===== src/include/uart_pkg.sv =====
/*
  Shared constants and types for the asynchronous serial transceiver:
  register addresses, reset values, field layouts, parity codes, states.
  Assumes a CPU byte port on a 16-bit address space.
*/
`default_nettype none
package uart_pkg;
  // register addresses on the byte port
  localparam logic [15:0] MODE_ADDR = 16'hff70;
  localparam logic [15:0] BAUD_ADDR = 16'hff71;
  localparam logic [15:0] DATA_ADDR = 16'hff72;
  localparam logic [15:0] STAT_ADDR = 16'hff73;
  // reset values
  localparam logic [7:0] MODE_RESET = 8'h01;
  localparam logic [7:0] BAUD_RESET = 8'h1f;
  localparam logic [7:0] RXB_RESET  = 8'hff;
  localparam logic [7:0] TXS_RESET  = 8'hff;
  localparam logic [7:0] STAT_RESET = 8'h00;
  localparam logic [7:0] READ_NONE  = 8'h00;
  // data masks and last bit index per character length
  localparam logic [7:0] MASK8 = 8'hff;
  localparam logic [7:0] MASK7 = 8'h7f;
  localparam logic [2:0] LAST8 = 3'h7;
  localparam logic [2:0] LAST7 = 3'h6;
  // parity select codes
  localparam logic [1:0] PAR_NONE = 2'h0;
  localparam logic [1:0] PAR_ZERO = 2'h1;
  localparam logic [1:0] PAR_ODD  = 2'h2;
  localparam logic [1:0] PAR_EVEN = 2'h3;
  // base clock select codes and prescale masks
  localparam logic [1:0] BASE_TIMER = 2'h0;
  localparam logic [1:0] BASE_DIV2  = 2'h1;
  localparam logic [1:0] BASE_DIV8  = 2'h2;
  localparam logic [4:0] PRE_MASK2  = 5'h01;
  localparam logic [4:0] PRE_MASK8  = 5'h07;
  localparam logic [4:0] PRE_MASK32 = 5'h1f;
  localparam logic [4:0] K_STEP     = 5'h01;

  typedef struct packed {
    logic       power;
    logic       tx_en;
    logic       rx_en;
    logic [1:0] parity;
    logic       char8;
    logic       stop2;
    logic       one;
  } mode_t;

  typedef struct packed {
    logic [1:0] base_sel;
    logic       zero;
    logic [4:0] k;
  } baud_t;

  typedef struct packed {
    logic [4:0] zero;
    logic       parity_err;
    logic       framing_err;
    logic       overrun_err;
  } status_t;

  typedef enum logic [2:0] {
    TX_IDLE, TX_DATA, TX_PAR, TX_STOP
  } tx_state_t;

  typedef enum logic [2:0] {
    RX_IDLE, RX_START, RX_DATA, RX_PAR, RX_STOP
  } rx_state_t;
endpackage : uart_pkg
`default_nettype wire


===== src/uart_core_regs.sv =====
/*
  Asynchronous serial transceiver with its byte-wide register port:
  mode, baud divider, receive buffer / transmit shift, error status.
  Assumes the CPU port, the timer tick and the serial line partner;
  the serial input is asynchronous and is synchronised here.
*/
// Behaviour
// each complete received character is copied once into the receive buffer
// in 7-bit mode the buffer holds bits 0..6, top bit zero
// on overrun the new character is dropped, buffer unchanged
// buffer is read-only, all ones after reset or power off
// writing the transmit register starts sending; reads return nothing
// transmit register all ones on reset, power off or transmit off
// software waits one base clock after transmit enable before writing
// software writes next character only after transmit-complete
// power bit low resets the unit, stops the clock, forces input high
// transmit enable low resets the transmitter; high enables it
// receive enable low resets the receiver; high enables it
// parity field: none, zero, odd, even for both directions
// zero parity is never checked on reception
// character length bit selects 7 or 8 data bits
// stop length bit sets 1 or 2 sent stop bits; receiver uses one
// software sets power before enables and clears enables first
// enabling reception on a low line starts a reception
// enables follow the base clock; re-enable needs two base clocks
// software disables directions before changing frame settings
// mode register resets to 01h; software writes bit 0 as one
// error status holds three flags, cleared by reset, power or rx off
// software reads status then buffer to clear an error
// characters go least significant bit first
// overrun when buffer unread; framing when first stop bit low
// bit rate is the divider output over two; divider counts k
// frame is low start, data, parity, stops; idle line high
`default_nettype none
module uart_core_regs
  import uart_pkg::*;
(
  // clock, reset, enable
  input  wire logic        clk,
  input  wire logic        rst,
  input  wire logic        ce,
  // cpu byte port
  input  wire logic [15:0] addr,
  input  wire logic        wr,
  input  wire logic        rd,
  input  wire logic [7:0]  wdata,
  output logic      [7:0]  rdata,
  // external base clock source, one-cycle pulses
  input  wire logic        timer_tick,
  // serial line
  input  wire logic        serial_in_pin,
  output logic             serial_out_pin,
  // event pulses
  output logic             transmit_complete_irq,
  output logic             receive_complete_irq,
  output logic             receive_error_irq
);

  mode_t     mode;
  baud_t     baud;
  status_t   status;
  status_t   next_status;
  logic [7:0] rx_buf;
  logic [7:0] tx_buf;
  logic       rx_full;
  logic       tx_pend;

  ////////////////////////////////////////////////////////////////////
  // address decode and unit reset
  wire sel_mode = addr == MODE_ADDR;
  wire sel_baud = addr == BAUD_ADDR;
  wire sel_data = addr == DATA_ADDR;
  wire sel_stat = addr == STAT_ADDR;
  wire rd_data  = ce & rd & sel_data;
  wire rd_stat  = ce & rd & sel_stat;
  // power off acts as a held reset of all but the mode, baud, input synchroniser and read data regs
  wire urst     = rst | ~mode.power;

  always_ff @(posedge clk) begin
    if (rst) begin
      mode <= MODE_RESET;
      baud <= BAUD_RESET;
    end else if (ce & wr) begin
      if (sel_mode) mode <= wdata;
      if (sel_baud) baud <= {wdata[7:6], 1'h0, wdata[4:0]};
    end
  end

  ////////////////////////////////////////////////////////////////////
  // base clock, k divider, bit phase
  logic [4:0] pre;
  logic [4:0] kcnt;
  logic       bit_phase;
  wire [4:0] pre_mask = (baud.base_sel == BASE_DIV2) ? PRE_MASK2 :
                        (baud.base_sel == BASE_DIV8) ? PRE_MASK8 :
                        PRE_MASK32;
  wire base_tick = (baud.base_sel == BASE_TIMER) ? timer_tick :
                   ((pre & pre_mask) == pre_mask);
  wire half_tick = base_tick & (kcnt == baud.k - K_STEP);
  wire bit_tick  = half_tick & bit_phase;

  always_ff @(posedge clk) begin
    if (urst) begin
      pre       <= 5'h00;
      kcnt      <= 5'h00;
      bit_phase <= 1'h0;
    end else if (ce) begin
      pre <= pre + K_STEP;
      if (half_tick) begin
        kcnt      <= 5'h00;
        bit_phase <= ~bit_phase;
      end else if (base_tick) begin
        kcnt <= kcnt + K_STEP;
      end
    end
  end

  // enables take effect on the base clock only
  logic txe_s;
  logic rxe_s;
  always_ff @(posedge clk) begin
    if (urst) begin
      txe_s <= 1'h0;
      rxe_s <= 1'h0;
    end else if (ce & base_tick) begin
      txe_s <= mode.tx_en;
      rxe_s <= mode.rx_en;
    end
  end

  ////////////////////////////////////////////////////////////////////
  // serial input synchroniser: accept once stages two and three agree
  logic rx_s1;
  logic rx_s2;
  logic rx_s3;
  logic rx_line;
  always_ff @(posedge clk) begin
    if (rst) begin
      rx_s1   <= 1'h1;
      rx_s2   <= 1'h1;
      rx_s3   <= 1'h1;
      rx_line <= 1'h1;
    end else if (ce) begin
      rx_s1 <= serial_in_pin;
      rx_s2 <= rx_s1;
      rx_s3 <= rx_s2;
      if (rx_s2 == rx_s3) rx_line <= rx_s3;
    end
  end
  wire rxd = rx_line | ~mode.power;

  ////////////////////////////////////////////////////////////////////
  // transmitter
  tx_state_t  tx_st;
  logic [7:0] tx_sh;
  logic [2:0] tx_cnt;
  logic       tx_scnt;
  logic       tx_pbit;
  wire [7:0] dmask   = mode.char8 ? MASK8 : MASK7;
  wire [2:0] last    = mode.char8 ? LAST8 : LAST7;
  wire       has_par = mode.parity != PAR_NONE;
  wire       tx_xor  = ^(tx_buf & dmask);
  wire       par_out = (mode.parity == PAR_ODD)  ? ~tx_xor :
                       (mode.parity == PAR_EVEN) ? tx_xor : 1'h0;
  wire tx_load = bit_tick & txe_s & tx_pend & (tx_st == TX_IDLE);

  always_ff @(posedge clk) begin
    if (urst | ~mode.tx_en) begin
      tx_buf  <= TXS_RESET;
      tx_pend <= 1'h0;
    end else if (ce) begin
      if (wr & sel_data) begin
        tx_buf  <= wdata;
        tx_pend <= 1'h1;
      end else if (tx_load) begin
        tx_pend <= 1'h0;
      end
    end
  end

  always_ff @(posedge clk) begin
    if (urst | ~txe_s) begin
      tx_st                 <= TX_IDLE;
      serial_out_pin        <= 1'h1;
      tx_sh                 <= 8'h00;
      tx_cnt                <= 3'h0;
      tx_scnt               <= 1'h0;
      tx_pbit               <= 1'h0;
      transmit_complete_irq <= 1'h0;
    end else if (ce) begin
      transmit_complete_irq <= 1'h0;
      if (bit_tick) begin
        unique case (tx_st)
          TX_IDLE: if (tx_pend) begin
            serial_out_pin <= 1'h0;
            tx_sh          <= tx_buf;
            tx_pbit        <= par_out;
            tx_cnt         <= 3'h0;
            tx_st          <= TX_DATA;
          end
          TX_DATA: begin
            serial_out_pin <= tx_sh[0];
            tx_sh          <= tx_sh >> 1;
            tx_cnt         <= tx_cnt + 3'h1;
            tx_scnt        <= 1'h0;
            if (tx_cnt == last) tx_st <= has_par ? TX_PAR : TX_STOP;
          end
          TX_PAR: begin
            serial_out_pin <= tx_pbit;
            tx_st          <= TX_STOP;
          end
          TX_STOP: begin
            serial_out_pin <= 1'h1;
            if (tx_scnt == mode.stop2) begin
              tx_st                 <= TX_IDLE;
              transmit_complete_irq <= 1'h1;
            end else begin
              tx_scnt <= 1'h1;
            end
          end
        endcase
      end
    end
  end

  ////////////////////////////////////////////////////////////////////
  // receiver, samples at bit centres counted in half bits
  rx_state_t  rx_st;
  logic [7:0] rx_sh;
  logic [2:0] rx_cnt;
  logic       rx_ph;
  logic       rx_pbit;
  wire rx_mid  = half_tick & rx_ph;
  wire rx_fin  = ce & rx_mid & (rx_st == RX_STOP);
  wire [7:0] rx_data = mode.char8 ? rx_sh : {1'h0, rx_sh[7:1]};
  wire rx_sum  = ^rx_data ^ rx_pbit;
  wire rx_perr = ((mode.parity == PAR_ODD) & ~rx_sum) |
                 ((mode.parity == PAR_EVEN) & rx_sum);

  always_ff @(posedge clk) begin
    if (urst | ~rxe_s) begin
      rx_st   <= RX_IDLE;
      rx_sh   <= 8'h00;
      rx_cnt  <= 3'h0;
      rx_ph   <= 1'h0;
      rx_pbit <= 1'h0;
    end else if (ce) begin
      unique case (rx_st)
        RX_IDLE: if (~rxd) begin
          rx_st <= RX_START;
          rx_ph <= 1'h0;
        end
        RX_START: if (half_tick) begin
          rx_st  <= rxd ? RX_IDLE : RX_DATA;
          rx_cnt <= 3'h0;
        end
        default: if (half_tick) begin
          rx_ph <= ~rx_ph;
          if (rx_ph) begin
            unique case (rx_st)
              RX_DATA: begin
                rx_sh  <= {rxd, rx_sh[7:1]};
                rx_cnt <= rx_cnt + 3'h1;
                if (rx_cnt == last)
                  rx_st <= has_par ? RX_PAR : RX_STOP;
              end
              RX_PAR: begin
                rx_pbit <= rxd;
                rx_st   <= RX_STOP;
              end
              default: rx_st <= RX_IDLE;
            endcase
          end
        end
      endcase
    end
  end

  ////////////////////////////////////////////////////////////////////
  // receive buffer and error flags; a new event beats a read clear
  always_comb begin
    next_status             = rd_stat ? STAT_RESET : status;
    next_status.overrun_err = next_status.overrun_err |
                              (rx_fin & rx_full);
    next_status.framing_err = next_status.framing_err |
                              (rx_fin & ~rxd);
    next_status.parity_err  = next_status.parity_err |
                              (rx_fin & rx_perr);
  end

  always_ff @(posedge clk) begin
    if (urst) begin
      rx_buf  <= RXB_RESET;
      rx_full <= 1'h0;
    end else if (ce) begin
      if (rx_fin & ~rx_full) begin
        rx_buf  <= rx_data;
        rx_full <= 1'h1;
      end else if (rd_data) begin
        rx_full <= 1'h0;
      end
    end
  end

  always_ff @(posedge clk) begin
    if (urst | ~mode.rx_en) begin
      status <= STAT_RESET;
    end else if (ce) begin
      status <= next_status;
    end
  end

  always_ff @(posedge clk) begin
    if (urst) begin
      receive_complete_irq <= 1'h0;
      receive_error_irq    <= 1'h0;
    end else if (ce) begin
      receive_complete_irq <= rx_fin;
      receive_error_irq    <= rx_fin & (rx_full | ~rxd | rx_perr);
    end
  end

  ////////////////////////////////////////////////////////////////////
  // read port, one cycle latency; transmit register not readable, data reads return rx_buf
  wire [7:0] read_mux = sel_mode ? mode :
                        sel_baud ? baud :
                        sel_data ? rx_buf :
                        sel_stat ? status : READ_NONE;
  always_ff @(posedge clk) begin
    if (rst) begin
      rdata <= READ_NONE;
    end else if (ce & rd) begin
      rdata <= read_mux;
    end
  end
endmodule : uart_core_regs
`default_nettype wire


===== config.mk =====
export PLATFORM = sky130hd
export DESIGN_NAME = uart_core_regs
export DESIGN_NICKNAME = d
export VERILOG_FILES = /design/src/include/uart_pkg.sv /design/src/uart_core_regs.sv
export SDC_FILE = /design/constraint.sdc
export NUM_CORES = 1
export LEC_CHECK = 0
export BUFFER_PORTS_ARGS = -buffer_cell sky130_fd_sc_hd__buf_2
export CORE_AREA = 2 2 131 133
export DETAILED_ROUTE_END_ITERATION = 12
export DIE_AREA = 0 0 133 135
export PLACE_DENSITY_LB_ADDON = 0.2
export SLEW_MARGIN = 20
export SYNTH_ARGS = -nofsm -noshare
export SYNTH_HDL_FRONTEND = slang
export SYNTH_SLANG_ARGS = --single-unit
export TNS_END_PERCENT = 1

===== constraint.sdc =====
create_clock -name clk -period 2.2 [get_ports clk]
set_input_delay 0.22 -clock clk [delete_from_list [all_inputs] [get_ports clk]]
set_output_delay 0.22 -clock clk [all_outputs]
set_load 0.01 [all_outputs]

==> impl_metrics.tcl, run 1 <==
set metrics [dict create \
    status "finished, final reports clean" \
    yosysWarnings 0 \
    grt_pass1_wl_um 22100 \
    routabilityCongestion 0.846 \
    drc 0 \
    setup_violations 0 \
    slew_viol_final 0 \
    grt_overflow 0 \
    cts_inserted_buffers 9 \
    min_period_ns 2.07 \
    grt_pass1_vias 4212 \
    crit_type "flip-flop to flip-flop" \
    hold_depth 2 \
    r2r_cells 9 \
    clockBufferDepth 2 \
    antenna_cells 0 \
    min_from "serial_in_pin" \
    die_height_um 135 \
    start_util 0.299 \
    tns_ns 0 \
    ys_types 67 \
    max-vdd-ir-drop_mv 0.350 \
    cp-start-kind "flip-flop" \
    cp_max_fo 7 \
    max_freq_mhz 482 \
    clkLatencyLatePin_ns 0.36 \
    syn_area_um2 4910 \
    relSlewSlack 0.600 \
    layout_commonest_cell "dfxtp_1" \
    die_area_um2 18000 \
    tightest_slew_ns 0.598 \
    clk_pin_slew_ns 0.08 \
    routed_via_density 5.11 \
    num-fill-cells 1664 \
    r2r_start "baud[0]" \
    rrSetupSlack_ns 0.13 \
    worstReg2RegEnd "tx_sh[4]" \
    track_usage 0.156 \
    holdPathEnd "rx_s1" \
    num_rows 47 \
    hold_viol_final 0 \
    num_io_pins 43 \
    nets 659 \
    cts.sinks 96 \
    place_area_um2 5570 \
    portBuffers 42 \
    ys_ff_latch 96 \
    wirelength_um 13800 \
    cts_tree "done" \
    p_leak_nw 2.14 \
    drt_iter0_drc 273 \
    critPathRequiredTime_ns 2.47 \
    seq_area_frac_synth 0.392 \
    final_cell_area_um2 5960 \
    hpwl_um 10200 \
    wl_per_cell_um 16.4 \
    total_power_w 0.00345 \
    final_cell_mix "dfxtp_1, nand2_1, a21oi_1, buf_2, buf_4" \
    area_delta_synth_final_pct 21.5 \
    synth_fp_nets 596 \
    timing.hold.ws_ns 0.0727 \
    die_w_um 133 \
    vias 4305 \
    fin_worst_skew_ns 0.0103 \
    grt_max_degree 29 \
    hold_path_class "input pin to flip-flop" \
    htreeDepth 3 \
    syn_avg_cell_area_um2 8.86 \
    critPathArrivalTime_ns 2.35 \
    netlist_instances 554 \
    drt-pass1-iter-count 4 \
    synth_edf_count 0 \
    synth-async-reset-ratio 0 \
    antenna_found_initial 0 \
    cts_root_buffer "clkbuf_16" \
    synth-main-ff-cell "dfxtp_1" \
    fin_crit_sh 0.943 \
    power.density_nw_per_um2 578 \
    drive_above_1_share 0.196 \
    core_area_um2 16400 \
    cp-end-kind "flip-flop" \
    cap_violations 0 \
    detail-route-antenna-nets 0 \
]
Yosys cell counts (5+ instances only):
library cell / n / area share
nor3_1: 12 / 0.012
nand2_1: 54 / 0.041
and3_1: 8 / 0.010
ha_1: 11 / 0.028
mux2i_1: 37 / 0.075
a211oi_1: 9 / 0.014
a22oi_1: 5 / 0.0076
nor2_1: 34 / 0.026
clkbuf_1: 22 / 0.017
nand3_1: 15 / 0.015
xnor2_1: 18 / 0.032
nand4b_1: 5 / 0.0089
dfxtp_1: 96 / 0.39
nand4_1: 10 / 0.013
a21oi_1: 44 / 0.045
a31oi_1: 11 / 0.014
o21ai_0: 26 / 0.027
inv_1: 18 / 0.014
nor2b_1: 11 / 0.014
nor4_1: 5 / 0.0064
buf_2: 9 / 0.0092
nand2b_1: 6 / 0.0076
xor2_1: 10 / 0.018
how the worst max path moves through the flow:
| stage | end | cells after the start | startpoint |
|---|---|---|---|
| after global placement | rx_cnt[2] | 8 | baud[0] |
| after CTS | tx_pbit | 8 | baud[0] |
| after detailed placement | tx_pbit | 8 | baud[0] |
| after global routing | rx_pbit | 9 | baud[0] |
| final | tx_sh[4] | 9 | baud[0] |
| after floorplan | transmit_complete_irq | 7 | baud[0] |
cells by family after synthesis:
logic type | Yosys count | share of synthesized area
simple gates | 186 | 0.202
flops | 96 | 0.392
buf+inv | 52 | 0.0428
compound gates | 135 | 0.178
mux | 44 | 0.0984
fa+ha+maj | 11 | 0.0280
xor+xnor | 30 | 0.0592
cell type report:
cell class | instances | area, um2 | share of cell area
multi-input cells | 406 | 2830 | 0.474
flip-flops and latches | 96 | 1920 | 0.322
repair buffers | 86 | 578 | 0.0970
well taps | 220 | 275 | 0.0462
clock buffers | 9 | 225 | 0.0378
inverters | 18 | 67.6 | 0.0113
clock inverters | 7 | 65.1 | 0.0109
flip-flops by register name, indices dropped and copies added, names as in the netlist, 7 cells and up:
| register | flops |
|---|---|
| rx_sh | 8 |
| rdata | 8 |
| mode | 8 |
| tx_buf | 8 |
| baud | 7 |
| tx_sh | 8 |
| rx_buf | 8 |
per-layer routing:
metal | global-route usage | vias up | wire length (um)
met5 | 0 | - | 0
met4 | 0.0544 | 0 | 316
met3 | 0.0315 | 17 | 503
met2 | 0.258 | 71 | 6580
met1 | 0.202 | 2071 | 6440
li1 | - | 2146 | -
metrics by stage:
stage | worst slack [ns] | utilization | std cells
2_1_floorplan | 0.114 | - | 554
3_3_place_gp | 0.0242 | 0.339 | 822
3_5_place_dp | -0.106 | 0.339 | 822
4_1_cts | 0.0148 | 0.359 | 839
5_1_grt | -0.00575 | 0.363 | 842
6_report | 0.125 | 0.363 | 842
power by group:
group	internal (W)	leakage [nW]	total, W	switching [W]
Combinational	0.0000522	1.23	0.000120	0.0000682
Sequential	0.00174	0.775	0.00174	0.00000220
Clock	0.000800	0.141	0.00159	0.000785
Total	0.00259	2.14	0.00345	0.000855
worst max-delay path, stage by stage (launching register included):
cell,delay [ns]
dfxtp_1,0.34
inv_1,0.08
ha_4,0.24
xnor2_1,0.12
a211oi_2,0.19
buf_4,0.16
o2111a_2,0.34
buf_4,0.19
a31oi_1,0.08
a211oi_1,0.23
what timing repair did:
item,4_1_cts,5_1_grt
hold buffers,0,0
setup endpoints to repair,9,35
gates cloned,0,1
resized for setup,3,9
buffers inserted,1,2
pin swaps,2,4
No activity file was read; power rests on OpenSTA's default activity.
==> inputs of run 2 (changes only) <==
--- a/config.mk
+++ b/config.mk
@@ -6,9 +6,9 @@
 export NUM_CORES = 1
 export LEC_CHECK = 0
 export BUFFER_PORTS_ARGS = -buffer_cell sky130_fd_sc_hd__buf_2
-export CORE_AREA = 2 2 131 133
+export CORE_AREA = 2 2 108 110
 export DETAILED_ROUTE_END_ITERATION = 12
-export DIE_AREA = 0 0 133 135
+export DIE_AREA = 0 0 110 112
 export PLACE_DENSITY_LB_ADDON = 0.2
 export SLEW_MARGIN = 20
 export SYNTH_ARGS = -nofsm -noshare
==> run 2 against run 1 <==
- cell area down 1.6%
- clock power up 13%
- combinational power about the same
- count of clock-buffer cells in the layout unchanged
- non-clock buffer count down 8
- critical path depth down 1
- die area down 31%
- maximum frequency down 0.57%
- flip-flop and latch count unchanged
- register-to-register slack about the same
- sequential share of layout area up 0.54 points
- first-iteration DRC count down 8.8%
- critical endpoint is now transmit_complete_irq
- highest routed layer unchanged
==> impl_metrics.tcl, run 2 (same netlist as run 1, synthesis figures left out) <==
set metrics [dict create \
    final_cell_area_um2 5860 \
    clk_pin_slew_ns 0.07 \
    grt_pass1_vias 4070 \
    share_comb_of_total_power 0.032 \
    hold_viol_final 0 \
    max-vdd-ir-drop_mv 0.501 \
    final_cell_mix "dfxtp_1, nand2_1, a21oi_1, buf_2, mux2i_1" \
    postCtsHoldBufs 0 \
    vias 4287 \
    cap_violations 0 \
    grt_max_degree 25 \
    drc 0 \
    path_delay_family "simple AND/OR/NAND/NOR gates" \
    clockBufferDepth 2 \
    num_io_pins 43 \
    die_w_um 110 \
    worst-path-buf-inv 2 \
    detail-route-antenna-nets 0 \
    internal_power_w 0.00291 \
    core_area_um2 11200 \
    place_area_um2 5440 \
    crit_type "flip-flop to flip-flop" \
    grt_overflow 0 \
    relSlewSlack 0.591 \
    swShare 0.206 \
    critPathArrivalTime_ns 2.36 \
    die_height_um 112 \
    drt_iter0_drc 249 \
    cp-start-kind "flip-flop" \
    cts.sinks 96 \
    p_leak_nw 2.13 \
    nets 651 \
    tightest_slew_ns 0.613 \
    fin_worst_skew_ns 0.00748 \
    fin_crit_sh 0.948 \
    cts_inserted_buffers 9 \
    drt-pass1-iter-count 5 \
    cts_root_buffer "clkbuf_16" \
    max_freq_mhz 479 \
    setup_violations 0 \
    cpMaxStageDelayCell "or4_1" \
    drive_above_1_share 0.191 \
    num_rows 39 \
    die_area_um2 12300 \
    tns_ns 0 \
    setup_ws_ns 0.114 \
    clkLatencyLatePin_ns 0.35 \
    antenna_found_initial 0 \
    hpwl_um 9360 \
    track_usage 0.216 \
    hold_path_class "input pin to flip-flop" \
    portBuffers 42 \
    grt_pass1_wl_um 20700 \
    cts_tree "done" \
    htreeDepth 3 \
    status "finished, final reports clean" \
    slew_viol_final 0 \
    preCtsSetupSlack_ns -0.0447 \
    routed_via_density 5.66 \
    layout_commonest_cell "dfxtp_1" \
    switching_power_w 0.000755 \
    worstPathCellList "inv_2, ha_4, xnor2_1, a211oi_2, buf_4, o2111ai_4, or4_1, a21oi_1" \
    cp_max_fo 6 \
    p_seq_frac 0.476 \
    cp_slowest_stage_delay_ns 0.57 \
    antenna_cells 0 \
    wl_per_cell_um 16.9 \
    p_clk_frac 0.492 \
    critPathRequiredTime_ns 2.48 \
    wirelength_um 12800 \
    start_util 0.439 \
    power.density_nw_per_um2 624 \
    cp-end-kind "flip-flop" \
    area_delta_synth_final_pct 19.5 \
    routabilityCongestion 0.881 \
    min_period_ns 2.09 \
]
-- run 2: changes by cell type in the layout (fill, tap and decap cells not counted), moves of 2 or more --
| cell | before | now |
|---|---|---|
| buf_4 | 40 | 31 |
| inv_8 | 2 | 0 |
| clkinv_2 | 0 | 2 |
| inv_6 | 4 | 1 |
| bufinv_16 | 0 | 3 |
-- run 2: final cells by class --
class | count | area [um2]
fill | 1048 | 5310
tap | 143 | 179
clock buffer | 9 | 225
timing repair buffer | 78 | 517
inverter | 18 | 67.6
clock inverter | 7 | 118
sequential | 96 | 1920
multi-input combinational | 406 | 2840
-- run 2: path summary, 6_finish.rpt --
path                 start                    end  slack (ns)  depth (start not counted)
max                baud[0]  transmit_complete_irq        0.11                          8
min          serial_in_pin                  rx_s1        0.08                          2
max reg2reg        baud[0]  transmit_complete_irq        0.11                          8
min reg2reg          rx_s1                  rx_s2        0.46                          1
-- run 2: power groups by stage --
stage                      logic, W  registers (W)  clock network (W)
final                      0.000117        0.00174            0.00180
after global routing       0.000128        0.00174            0.00189
after CTS                  0.000117        0.00174            0.00183
after detailed placement   0.000116        0.00178                  0
after global placement     0.000115        0.00178                  0
after floorplan           0.0000637        0.00178                  0
-- run 2: what timing repair did --
action	in CTS	in global routing
resized for setup	2	12
setup buffers	1	1
pin swaps	1	2
endpoints found under the setup margin	14	26
-- run 2: through the flow --
step                power [W]  cells  hold slack [ns]   util
floorplan             0.00185    554            0.338      -
global placement      0.00190    739            0.429  0.487
detailed placement    0.00190    739            0.440  0.487
CTS                   0.00369    756           0.0819  0.520
global route          0.00376    757           0.0863  0.525
finish                0.00366    757           0.0832  0.525
-- run 2: layer usage --
layer | routed length [um] | GRT usage
met5 | 0 | 0
met1 | 5990 | 0.296
met3 | 570 | 0.0527
met2 | 6040 | 0.338
met4 | 233 | 0.0557
-- run 2: worst register-to-register path, delay by kind of cell, from the launching register on --
kind	cells	cell delay, ns
flops	1	0.36
xor+xnor	1	0.13
buf+inv	2	0.22
compound gates	3	0.50
fa+ha+maj	1	0.23
simple gates	1	0.57
